$ cat src/ipvg_params.svh
/*
  Constants for the interrupt priority and vector generator: register
  indexes, field positions, reset values, fixed levels and vector slots.
  Assumes it is included by bare name into the package only; the design sees its macros from there.
*/
`ifndef IPVG_PARAMS_SVH
`define IPVG_PARAMS_SVH

// Register indexes; byte address is four times the index
`define IPVG_IDX_DBG 8'h00
`define IPVG_IDX_EXT 8'h01
`define IPVG_IDX_STAT 8'h02
`define IPVG_IDX_VBA 8'h07
`define IPVG_IDX_W 8

// Debug priority register field positions (low bit of each 2-bit field)
`define IPVG_F_STEP 0
`define IPVG_F_BKPT 2
`define IPVG_F_TRACE 4
`define IPVG_F_TXE 6
`define IPVG_F_RXF 8
`define IPVG_DBG_MASK 16'h03ff

// Supply and clock-source priority register field positions
`define IPVG_F_LVI 0
`define IPVG_F_PLL 2
`define IPVG_EXT_MASK 16'h000f

// Status register field positions
`define IPVG_S_VEC 0
`define IPVG_S_LVL 5
`define IPVG_S_VALID 7

// Vector base reset values for the two variants
`define IPVG_VBA_RST_SMALL 14'h0080
`define IPVG_VBA_RST_LARGE 14'h0000
`define IPVG_VBA_W 14

// Priority field codes and fixed levels
`define IPVG_FIELD_OFF 2'h0
`define IPVG_LVL_3 2'h3
`define IPVG_LVL_2 2'h2
`define IPVG_LVL_1 2'h1
`define IPVG_LVL_0 2'h0

// Vector slots
`define IPVG_VEC_FIRST 2
`define IPVG_VEC_LAST 16
`define IPVG_VEC_W 5
`define IPVG_OFF_RESET 7'h00
`define IPVG_OFF_WDOG 7'h02

`endif

$ cat src/ipvg_pkg.sv
/*
  Types for the interrupt priority and vector generator.
  Assumes ipvg_params.svh is on the include path.
*/
package ipvg_pkg;
  `include "ipvg_params.svh"

  // One ranked request source
  typedef struct packed {
    logic en;
    logic [1:0] level;
  } ipvg_src_s;

  // Current arbitration winner
  typedef struct packed {
    logic valid;
    logic [1:0] level;
    logic [`IPVG_VEC_W-1:0] vector;
  } ipvg_win_s;

  // APB request bundle
  typedef struct packed {
    logic psel;
    logic penable;
    logic pwrite;
    logic [11:0] paddr;
    logic [31:0] pwdata;
  } ipvg_apb_req_s;
endpackage

$ cat src/ipvg_top.sv
/*
  Interrupt priority ranking and vector address generation with an APB
  register slave for the priority fields and the vector base.
  Assumes request lines come from logic on clk_in, level held until served.
*/
`timescale 1ns/10ps
module ipvg_top
  import ipvg_pkg::*;
#(
  parameter bit SMALL_VARIANT = 1'b1
)
(
  input wire logic clk_in,
  input wire logic srst_in,
  input wire logic [16:2] irq_req_in,
  input wire logic psel_in,
  input wire logic penable_in,
  input wire logic pwrite_in,
  input wire logic [11:0] paddr_in,
  input wire logic [31:0] pwdata_in,
  output logic [31:0] prdata_out,
  output logic pready_out,
  output logic pslverr_out,
  output ipvg_win_s winner_out,
  output logic [20:0] vector_fetch_bus_out,
  output logic [20:0] reset_fetch_out,
  output logic [20:0] watchdog_fetch_out
);
  ipvg_apb_req_s req;
  logic [15:0] dbg_prio_q, ext_prio_q;
  logic [`IPVG_VBA_W-1:0] vector_table_base_q;
  logic [31:0] prdata_q, prdata_d;
  logic pready_q, pslverr_q, pslverr_d;
  logic [`IPVG_IDX_W-1:0] idx;
  logic aligned, wr_en, chk_any;
  logic [1:0] field_a [16:2], fixed_lvl_a [16:2];
  logic fixed_a [16:2], present_a [16:2];
  ipvg_src_s src_a [16:2];
  ipvg_win_s winner_q, winner_d;
  logic [20:0] fetch_q, reset_fetch_q, wdog_fetch_q;
  logic [1:0] chk_max_lvl;

  // Bundle the bus inputs
  assign req = '{psel_in, penable_in, pwrite_in, paddr_in, pwdata_in};

  // Word index decode; upper address bits must be zero
  assign idx = req.paddr[9:2];
  assign aligned = (req.paddr[1:0] == 2'h0) && (req.paddr[11:10] == 2'h0);
  assign wr_en = req.psel & req.penable & pready_q & req.pwrite;

  // Read data and error for the access phase, prepared in setup
  always_comb
  begin
    prdata_d = 32'h0000_0000;
    pslverr_d = 1'b0;
    if (!aligned)
    begin
      pslverr_d = 1'b1;
    end
    else
    begin
      case (idx)
        `IPVG_IDX_DBG: prdata_d[15:0] = dbg_prio_q;
        `IPVG_IDX_EXT: prdata_d[15:0] = ext_prio_q;
        `IPVG_IDX_STAT:
        begin
          prdata_d[`IPVG_S_VEC +: `IPVG_VEC_W] = winner_q.vector;
          prdata_d[`IPVG_S_LVL +: 2] = winner_q.level;
          prdata_d[`IPVG_S_VALID] = winner_q.valid;
        end
        `IPVG_IDX_VBA: prdata_d[`IPVG_VBA_W-1:0] = vector_table_base_q;
        default: pslverr_d = 1'b1;
      endcase
    end
  end

  // APB answer: one wait-free access phase after every setup cycle
  always_ff @(posedge clk_in)
  begin
    if (srst_in)
    begin
      pready_q <= 1'b0;
      prdata_q <= 32'h0000_0000;
      pslverr_q <= 1'b0;
    end
    else
    begin
      pready_q <= req.psel & ~req.penable;
      prdata_q <= (req.psel & ~req.penable & ~req.pwrite) ?
        prdata_d : 32'h0000_0000;
      pslverr_q <= req.psel & ~req.penable & pslverr_d;
    end
  end
  // Debug source priority fields, disabled after reset
  always_ff @(posedge clk_in)
  begin
    if (srst_in)
    begin
      dbg_prio_q <= 16'h0000;
    end
    else if (wr_en && aligned && idx == `IPVG_IDX_DBG)
    begin
      dbg_prio_q <= pwdata_in[15:0] & `IPVG_DBG_MASK;
    end
  end
  // Supply detector and clock source priority fields
  always_ff @(posedge clk_in)
  begin
    if (srst_in)
    begin
      ext_prio_q <= 16'h0000;
    end
    else if (wr_en && aligned && idx == `IPVG_IDX_EXT)
    begin
      ext_prio_q <= pwdata_in[15:0] & `IPVG_EXT_MASK;
    end
  end
  // Vector base; the two top bits are not stored
  always_ff @(posedge clk_in)
  begin
    if (srst_in)
    begin
      vector_table_base_q <= SMALL_VARIANT ? `IPVG_VBA_RST_SMALL
                                           : `IPVG_VBA_RST_LARGE;
    end
    else if (wr_en && aligned && idx == `IPVG_IDX_VBA)
    begin
      vector_table_base_q <= pwdata_in[`IPVG_VBA_W-1:0];
    end
  end

  // Per-vector level source: fixed core levels or programmable fields
  always_comb
  begin
    for (int v = `IPVG_VEC_FIRST; v <= `IPVG_VEC_LAST; v++)
    begin
      field_a[v] = `IPVG_FIELD_OFF;
      fixed_a[v] = 1'b1;
      present_a[v] = 1'b1;
      fixed_lvl_a[v] = `IPVG_LVL_3;
    end
    fixed_lvl_a[11] = `IPVG_LVL_2;
    fixed_lvl_a[12] = `IPVG_LVL_1;
    fixed_lvl_a[13] = `IPVG_LVL_0;
    present_a[14] = 1'b0;
    for (int v = 6; v <= 10; v++)
    begin
      fixed_a[v] = 1'b0;
    end
    fixed_a[15] = 1'b0;
    fixed_a[16] = 1'b0;
    field_a[6] = dbg_prio_q[`IPVG_F_STEP +: 2];
    field_a[7] = dbg_prio_q[`IPVG_F_BKPT +: 2];
    field_a[8] = dbg_prio_q[`IPVG_F_TRACE +: 2];
    field_a[9] = dbg_prio_q[`IPVG_F_TXE +: 2];
    field_a[10] = dbg_prio_q[`IPVG_F_RXF +: 2];
    field_a[15] = ext_prio_q[`IPVG_F_LVI +: 2];
    field_a[16] = ext_prio_q[`IPVG_F_PLL +: 2];
  end

  // One ranking decoder per vector slot
  genvar gv;
  generate
    for (gv = `IPVG_VEC_FIRST; gv <= `IPVG_VEC_LAST; gv++)
    begin : g_src
      ipvg_level_decode u_dec (
        .req_in(irq_req_in[gv]),
        .fixed_in(fixed_a[gv]),
        .present_in(present_a[gv]),
        .fixed_lvl_in(fixed_lvl_a[gv]),
        .field_in(field_a[gv]),
        .src_out(src_a[gv])
      );
    end
  endgenerate

  // Highest level wins; ascending scan keeps the lowest vector on ties
  always_comb
  begin
    winner_d = '0;
    for (int v = `IPVG_VEC_FIRST; v <= `IPVG_VEC_LAST; v++)
    begin
      if (src_a[v].en && (!winner_d.valid ||
          src_a[v].level > winner_d.level))
      begin
        winner_d.valid = 1'b1;
        winner_d.level = src_a[v].level;
        winner_d.vector = `IPVG_VEC_W'(v);
      end
    end
  end

  // Winner and vector addresses, refreshed every cycle
  always_ff @(posedge clk_in)
  begin
    if (srst_in)
    begin
      winner_q <= '0;
      fetch_q <= 21'h00_0000;
    end
    else
    begin
      winner_q <= winner_d;
      fetch_q <= {vector_table_base_q, 1'b0, winner_d.vector,
                  1'b0};
    end
  end
  // Reset and watchdog targets at the bottom of the table
  always_ff @(posedge clk_in)
  begin
    if (srst_in)
    begin
      reset_fetch_q <= 21'h00_0000;
      wdog_fetch_q <= 21'h00_0000;
    end
    else
    begin
      reset_fetch_q <= {vector_table_base_q, `IPVG_OFF_RESET};
      wdog_fetch_q <= {vector_table_base_q, `IPVG_OFF_WDOG};
    end
  end

  // Outputs straight from their flops
  assign prdata_out = prdata_q;
  assign pready_out = pready_q;
  assign pslverr_out = pslverr_q;
  assign winner_out = winner_q;
  assign vector_fetch_bus_out = fetch_q;
  assign reset_fetch_out = reset_fetch_q;
  assign watchdog_fetch_out = wdog_fetch_q;

  // Independent reference: highest enabled level present
  always_comb
  begin
    chk_max_lvl = 2'h0;
    chk_any = 1'b0;
    for (int v = `IPVG_VEC_FIRST; v <= `IPVG_VEC_LAST; v++)
    begin
      if (src_a[v].en)
      begin
        chk_any = 1'b1;
        if (src_a[v].level > chk_max_lvl)
        begin
          chk_max_lvl = src_a[v].level;
        end
      end
    end
  end

  a_level_first: assert property (
    @(posedge clk_in) disable iff (srst_in)
    $past(chk_any) && !$past(srst_in) |->
      winner_q.valid && winner_q.level == $past(chk_max_lvl))
    else $error("winner is not at the highest pending level");
  a_low_vector: assert property (
    @(posedge clk_in) disable iff (srst_in)
    winner_q.valid && winner_q.vector > 5'h02 && !$past(srst_in) |->
      !($past(src_a[2].en) && $past(src_a[2].level) == winner_q.level))
    else $error("lower vector at same level was passed over");
  a_addr_form: assert property (
    @(posedge clk_in) disable iff (srst_in)
    !$past(srst_in) |->
      vector_fetch_bus_out[20:7] == $past(vector_table_base_q) &&
      vector_fetch_bus_out[6:0] == {1'b0, winner_q.vector, 1'b0})
    else $error("vector address not base plus twice the vector");
  a_reset_slots: assert property (
    @(posedge clk_in) disable iff (srst_in)
    !$past(srst_in) |-> reset_fetch_out[6:0] == `IPVG_OFF_RESET &&
    watchdog_fetch_out[6:0] == `IPVG_OFF_WDOG &&
    !(winner_q.valid && (winner_q.vector == 5'h0e ||
      winner_q.vector < 5'h02)))
    else $error("reset slot offsets wrong or unused slot won");
  a_core_fixed: assert property (
    @(posedge clk_in) disable iff (srst_in)
    $past(irq_req_in[3]) && !$past(srst_in) |->
      winner_q.valid && winner_q.level == `IPVG_LVL_3 &&
      winner_q.vector <= 5'h03)
    else $error("software interrupt 3 not served at level 3");
  a_sw0_alone: assert property (
    @(posedge clk_in) disable iff (srst_in)
    $past(irq_req_in) == 15'h0800 && !$past(srst_in) |->
      winner_q == {1'b1, `IPVG_LVL_0, 5'h0d})
    else $error("software interrupt 0 not served at level 0");
  a_disabled_lose: assert property (
    @(posedge clk_in) disable iff (srst_in)
    $past(dbg_prio_q[`IPVG_F_STEP +: 2]) == `IPVG_FIELD_OFF &&
      !$past(srst_in) |-> !(winner_q.valid && winner_q.vector == 5'h06))
    else $error("disabled step counter source won");
  a_dbg_reset: assert property (
    @(posedge clk_in)
    $past(srst_in) |-> dbg_prio_q == 16'h0000 &&
      ext_prio_q == 16'h0000)
    else $error("priority fields not disabled after reset");
  a_field_map: assert property (
    @(posedge clk_in) disable iff (srst_in)
    $past(wr_en && aligned && idx == `IPVG_IDX_DBG) |->
      field_a[9] == $past(pwdata_in[7:6]) &&
      field_a[8] == $past(pwdata_in[5:4]) &&
      field_a[7] == $past(pwdata_in[3:2]) &&
      field_a[6] == $past(pwdata_in[1:0]))
    else $error("debug priority field in wrong bit position");
  a_base_top_zero: assert property (
    @(posedge clk_in) disable iff (srst_in)
    pready_q && !req.pwrite && $past(aligned && idx == `IPVG_IDX_VBA) |->
      prdata_out[31:14] == 18'h0_0000)
    else $error("vector base top bits not read as zero");
  a_base_reset: assert property (
    @(posedge clk_in)
    $past(srst_in) |-> vector_table_base_q ==
      (SMALL_VARIANT ? `IPVG_VBA_RST_SMALL : `IPVG_VBA_RST_LARGE))
    else $error("vector base reset value wrong for variant");
  a_idle_clear: assert property (
    @(posedge clk_in) disable iff (srst_in)
    $past(irq_req_in) == 15'h0000 && !$past(srst_in) |->
      !winner_q.valid)
    else $error("winner stayed valid with nothing pending");
endmodule

$ cat src/ipvg_level_decode.sv
/*
  Ranks one interrupt source: either a fixed level or a 2-bit
  programmable priority field, gated by the pending request.
  Assumes the request is already in the clk_in domain.
*/
`timescale 1ns/10ps
module ipvg_level_decode
  import ipvg_pkg::*;
(
  input wire logic req_in,
  input wire logic fixed_in,
  input wire logic present_in,
  input wire logic [1:0] fixed_lvl_in,
  input wire logic [1:0] field_in,
  output ipvg_src_s src_out
);
  // Code 00 disables, 01..11 are levels 1..3
  always_comb
  begin
    if (fixed_in)
    begin
      src_out.en = req_in & present_in;
      src_out.level = fixed_lvl_in;
    end
    else
    begin
      src_out.en = req_in & (field_in != `IPVG_FIELD_OFF);
      src_out.level = field_in;
    end
  end
endmodule

$ cat config.mk
export PLATFORM = sky130hd
export DESIGN_NAME = ipvg_top
export DESIGN_NICKNAME = d
export VERILOG_FILES = /design/src/ipvg_pkg.sv /design/src/ipvg_top.sv /design/src/ipvg_level_decode.sv
export VERILOG_INCLUDE_DIRS = /design/src
export SDC_FILE = /design/constraint.sdc
export NUM_CORES = 1
export LEC_CHECK = 0
export ABC_CLOCK_PERIOD_IN_PS = 10000
export BUFFER_PORTS_ARGS = -buffer_cell sky130_fd_sc_hd__buf_2
export CORE_ASPECT_RATIO = 2
export CORE_MARGIN = 2
export CORE_UTILIZATION = 27
export CTS_BUF_LIST = sky130_fd_sc_hd__clkbuf_16
export CTS_CLUSTER_DIAMETER = 80
export DETAILED_ROUTE_END_ITERATION = 10
export HOLD_SLACK_MARGIN = 0.08
export SYNTH_ARGS = -nofsm -noshare
export SYNTH_HDL_FRONTEND = slang
export SYNTH_SLANG_ARGS = --single-unit
export TNS_END_PERCENT = 30
$ cat constraint.sdc
create_clock -name clk_in -period 10 [get_ports clk_in]
set_input_delay 1 -clock clk_in [delete_from_list [all_inputs] [get_ports clk_in]]
set_output_delay 1 -clock clk_in [all_outputs]
set_load 0.02 [all_outputs]
### Word-level counts from Yosys, hierarchy flattened

Index checks and enable logic that the tools add are counted.

* bits in registers: 117

* $lt $le $gt $ge: 13
* equal/unequal tests: 3
* multiplexer cells: 19
* bitwise operators: 17
* reductions and logical operators: 56

Operators by type and width (count)
* $mux 8: 14
* $pmux 8 s4: 1
* $logic_and 1x1->1: 18
* $gt 2x2->1: 7
* $reduce_bool 2->1: 7
* $and 1x1->1: 13
* $logic_not 1->1: 13
* $logic_or 1x1->1: 13
* $pmux 6 s2: 1
* $eq 8x1->1 const B: 1
* $eq 8x2->1 const B: 1
* $eq 8x3->1 const B: 1
* $gt 2x2->1 const A: 4
* $logic_not 8->1: 1
* $gt 1x2->1 const A: 2
* $logic_not 2->1: 2
* $not 1->1: 4
* $reduce_or 4->1: 1
* $reduce_or 3->1: 1
* $mux 1: 2
* $mux 2: 1

### Logic depth before layout (Yosys ltp)

* depth in word-level cells: 53
* mapped depth: 44
* gate-level depth less buffers: 44

### Modules after synthesis

A second synthesis with hierarchy kept.

* cell total of the unflattened synthesis: 566
* area, all modules: 4859.7 um2

By module, submodules not included
* ipvg_top: times used 1, cells an instance 506, area an instance 4277.9 um2, seq. area each 1341.3 um2
* ipvg_level_decode: times used 15, cells an instance 4, area an instance 38.8 um2, seq. area each 0.0 um2

### Worst setup path before layout

No wires, ideal clock.

* kind: input to register
* start: input port irq_req_in[4] (netlist bit)
* end: register winner_q (netlist bit winner_out[5])
* arrival: 8.720 ns
* data required time: 9.934 ns
* slack: 1.214 ns
* cell stages on the path: 41
* path buffers: 0
* cells stage by stage: nor4_4 -> inv_1 -> ha_1 -> nor4bb_1 -> o21ai_0 -> ha_1 -> or3b_1 -> a32oi_1 -> nand3_2 -> o21a_1 -> ha_1 -> nand2_1 -> o21ai_0 -> a21o_1 -> mux2_2 -> ha_1 -> nand2_1 -> o21ai_0 -> [... 5 more ...] -> o21ai_0 -> o22ai_2 -> or2_2 -> o2111a_1 -> ha_1 -> nor2b_1 -> o21ai_0 -> o31ai_1 -> o21ai_0 -> inv_1 -> o21a_1 -> ha_1 -> a21oi_1 -> a21oi_1 -> o21bai_2 -> nand2_1 -> a2bb2oi_1 -> a21oi_2

* cells in the longest elaborated chain, start to end: 46
* elaborated cells on any way between the ends: 57

Ends and longest elaborated chain
* start, declared: RTL line ipvg_top.sv:15 `input wire logic [16:2] irq_req_in,`
* $logic_and 1x1->1 (*): RTL line ipvg_top.sv:183 `if (src_a[v].en && (!winner_d.valid ||`
* $mux 8 (*): RTL line ipvg_top.sv:183
* $gt 2x2->1 or $logic_not 1->1 (tied branches): RTL line ipvg_top.sv:184, ipvg_top.sv:183
* $logic_or 1x1->1: RTL line ipvg_top.sv:183
* $logic_and 1x1->1: RTL line ipvg_top.sv:183
* $mux 8 (*): RTL line ipvg_top.sv:183
* $gt 2x2->1 or $logic_not 1->1 (tied branches): RTL line ipvg_top.sv:184, ipvg_top.sv:183
* $logic_or 1x1->1: RTL line ipvg_top.sv:183
* [... 30 more ...]
* $gt 2x2->1 or $logic_not 1->1 (tied branches): RTL line ipvg_top.sv:184, ipvg_top.sv:183
* $logic_or 1x1->1: RTL line ipvg_top.sv:183
* $logic_and 1x1->1: RTL line ipvg_top.sv:183
* $mux 8 (*): RTL line ipvg_top.sv:183
* $gt 2x2->1 or $logic_not 1->1 (tied branches): RTL line ipvg_top.sv:184, ipvg_top.sv:183
* $logic_or 1x1->1: RTL line ipvg_top.sv:183
* $logic_and 1x1->1: RTL line ipvg_top.sv:183
* $mux 8 (*): RTL line ipvg_top.sv:183
* end signal, assigned: RTL line ipvg_top.sv:203 `winner_q <= winner_d;`
* end, declared: RTL line ipvg_top.sv:39 `ipvg_win_s winner_q, winner_d;`

Mark *: on every way between the ends. The rest lies on a longest branch, timed or not.
A chain may end at the register's enable or synchronous reset.

### Worst setup path in the final report

* start: input port irq_req_in[4] (netlist bit)
* end: register winner_q (netlist bit winner_out[0])

Same word-level chain as after synthesis.

==> flow_metrics.tcl <==
set metrics [dict create \
    hold_viol_final 0 \
    track_usage 0.1292 \
    yosysTopAreaCell "dfxtp_1" \
    coreArea_um2 13070 \
    wl_per_cell_um 14.30 \
    rows 59 \
    cap_viol_max_count 0 \
    cts_buffer_depth 2 \
    required_ns 10.21 \
    cp_max_fo 8 \
    crit_type "input port to flop" \
    yosysMostFrequentCell "dfxtp_1" \
    hold_class "flop to flop" \
    p_per_area_nw_per_um2 143.4 \
    grt_pass1_wl_um 14550 \
    h-tree-depth 3 \
    io_buffers 116 \
    vias 3080 \
    rr_worst_depth 41 \
    path_common_cell "ha_1" \
    clk_latency_ns 0.32 \
    gp_congestion 0.8507 \
    netlist_area_um2 3618 \
    reg2reg_slack_ns 1.38 \
    ir_drop_mv 0.05840 \
    endpoint_kind "flop" \
    critical_path.max_stage_delay_ns 0.39 \
    grt_pass1_vias 3019 \
    yosysSeqAreaShare 0.3707 \
    cts.root.buffer_cell "clkbuf_16" \
    drt-vias-per-instance 4.724 \
    drtIter0Drc 218 \
    yosys_register_bits 67 \
    synth.avg_cell_area_um2 8.847 \
    critical_path.startpoint "irq_req_in[4]" \
    diodes 0 \
    synth_ff_type "dfxtp_1" \
    cp-start-kind "input port" \
    antenna_found_initial 0 \
    rr_endpoint "winner_out[0]$_SDFF_PP0_" \
    synthTopCellsByArea "dfxtp_1 (37%), buf_4 (14%), mux2i_1 (5.0%)" \
    postRouteAntennaNets 0 \
    slew_headroom 0.4191 \
    grt.overflow.total 0 \
    cts_tree "done" \
    ctsHoldBuffers 0 \
    fmax_mhz 108.0 \
    finalSetupViolations 0 \
    grt_setup_unrepaired "false" \
    cts_sinks 67 \
    dp_hpwl_um 7496 \
    drive_gt1_frac 0.3120 \
    yosysWarnings 0 \
    fin_crit_sh 0.9261 \
    cp-endpoint "winner_out[0]$_SDFF_PP0_" \
    p_leak_nw 2.031 \
    synth_edf_count 0 \
    ys_types 63 \
    synthCells 409 \
    min_period_ns 9.261 \
    worst_slew_pin_slew_ns 0.8592 \
    violations "design-rule violations" \
    fin_skew_ns 0.005318 \
    cts_buffers 9 \
    worst_path_max_delay_cell "mux2_2" \
    dr.pass1.iters 11 \
    syn2layout_area_growth_pct 18.50 \
    finalMaxSlewViolations 0 \
    pre_cts_slack_ns 0.4325 \
    dieWidth_um 85.86 \
    synth_common_cells "dfxtp_1 (67), buf_4 (66), nand2_1 (38)" \
    regToRegStartpoint "dbg_prio_q[0]$_SDFFE_PP0P_" \
    cp.arrival_ns 9.48 \
    fin_setup_tns_ns 0 \
    synth.top_cell.area_share 0.3707 \
    path_clk_slew_ns 0.05 \
    outcome "finished with violations" \
    dieArea_um2 14400 \
    die_y_um 167.7 \
    cts_setup_buffers 0 \
    drc 15 \
    pin_count 169 \
    start_util 0.2769 \
    ctsResizeCount 0 \
    async_reset_ff_frac 0 \
    grt_max_degree 47 \
    fin_nets 572 \
    routed_wl_um 9322 \
    worst_slack_ns 0.7387 \
]
## cells by family (layout without fill, tap and decap cells)
family / after synthesis / after routing / synth area share
xor+xnor: 1 / 1 / 0.002421
other cells: 1 / 33 / 0.001036
mux: 20 / 20 / 0.05602
fa+ha+maj: 12 / 12 / 0.04149
buf+inv: 93 / 152 / 0.1680
compound gates: 79 / 79 / 0.1618
flops: 67 / 67 / 0.3707
simple gates: 136 / 136 / 0.1985
## layout make-up
type | count | area (um^2)
fill | 1336 | 8778
multi-input combinational | 281 | 1795
sequential | 67 | 1341
timing repair buffer | 121 | 618.1
clock buffer | 9 | 225.2
tap | 152 | 190.2
inverter | 16 | 60.06
clock inverter | 6 | 57.56
## sequential cells by signal, summed over array words and instances, names as in the netlist
name,count
vector_fetch_bus_out,15
prdata_out,14
vector_table_base_q,14
dbg_prio_q,10
winner_out,7
ext_prio_q,4
pready_out,1
pslverr_out,1
watchdog_fetch_out,1
## layer usage
| metal | part of all wire | GRT usage | up-vias |
|---|---|---|---|
| li1 | - | - | 1503 |
| met1 | 0.36 | 0.1307 | 1426 |
| met2 | 0.54 | 0.2373 | 129 |
| met3 | 0.058 | 0.01971 | 22 |
| met4 | 0.038 | 0.08213 | 0 |
| met5 | 0 | 0 | - |
## metrics by stage
step / hold slack, ns / cells / utilization / power [mW] / area [um^2]
6_report: 0.4767 / 652 / 0.3282 / 0.6147 / 4288
5_1_grt: 0.4895 / 652 / 0.3282 / 0.6372 / 4288
3_5_place_dp: 0.4710 / 637 / 0.3065 / 0.3236 / 4005
2_1_floorplan: 0.4444 / 441 / - / 0.3156 / 3739
4_1_cts: 0.4801 / 652 / 0.3282 / 0.6217 / 4288
3_3_place_gp: 0.4613 / 637 / 0.3065 / 0.3228 / 4005
## critical path: cells and delay by family
kind	cells	cell delay, ns
multiplexers	1	0.39
AND/OR/NAND/NOR	12	2.01
buffers and inverters	3	0.30
adder cells (fa/ha/maj)	7	1.91
AO/OA/AOI/OAI	20	3.82
## where the power goes
group | total [mW] | internal, mW | switching [mW]
sequential | 0.271 | 0.269 | 0.00151
clock | 0.297 | 0.189 | 0.108
combinational | 0.0471 | 0.0142 | 0.0328
total | 0.615 | 0.473 | 0.142
## cell usage in the layout, fill, tap and decap left out, drive strengths merged, types with 2 or more instances in the layout
cell type,count
nand3,17
or3b,2
inv,16
nand2,38
a21o,2
nor2b,20
o21ai,13
conb,33
dfxtp,67
nand4,3
o21bai,2
nor4b,3
mux2i,18
nor2,33
a31oi,3
buf,121
ha,12
o21a,6
or3,2
a22oi,2
clkbuf,9
clkinv,3
o31ai,2
and2,6
clkinvlp,2
a21oi,26
o22ai,2
or2,2
mux2,2
nor3,2
nor4,3
o311ai,2
a222oi,8
## worst min path at each step
stage | from | endpoint | slack, ns | depth (start not counted)
after floorplan | vector_table_base_q[10]$_SDFFE_PP0P_ | prdata_out[10]$_SDFF_PP0_ | 0.44 | 1
after CTS | vector_table_base_q[13]$_SDFFE_PP0P_ | vector_fetch_bus_out[20]$_SDFF_PP0_ | 0.48 | 1
final | vector_table_base_q[13]$_SDFFE_PP0P_ | vector_fetch_bus_out[20]$_SDFF_PP0_ | 0.48 | 1
after detailed placement | vector_table_base_q[13]$_SDFFE_PP0P_ | vector_fetch_bus_out[20]$_SDFF_PP0_ | 0.47 | 1
after global routing | vector_table_base_q[10]$_SDFFE_PP0P_ | vector_fetch_bus_out[17]$_SDFF_PP0_ | 0.49 | 1
after global placement | vector_table_base_q[12]$_SDFFE_PP0P_ | prdata_out[12]$_SDFF_PP0_ | 0.46 | 1
(Power assumes the default switching activity.)
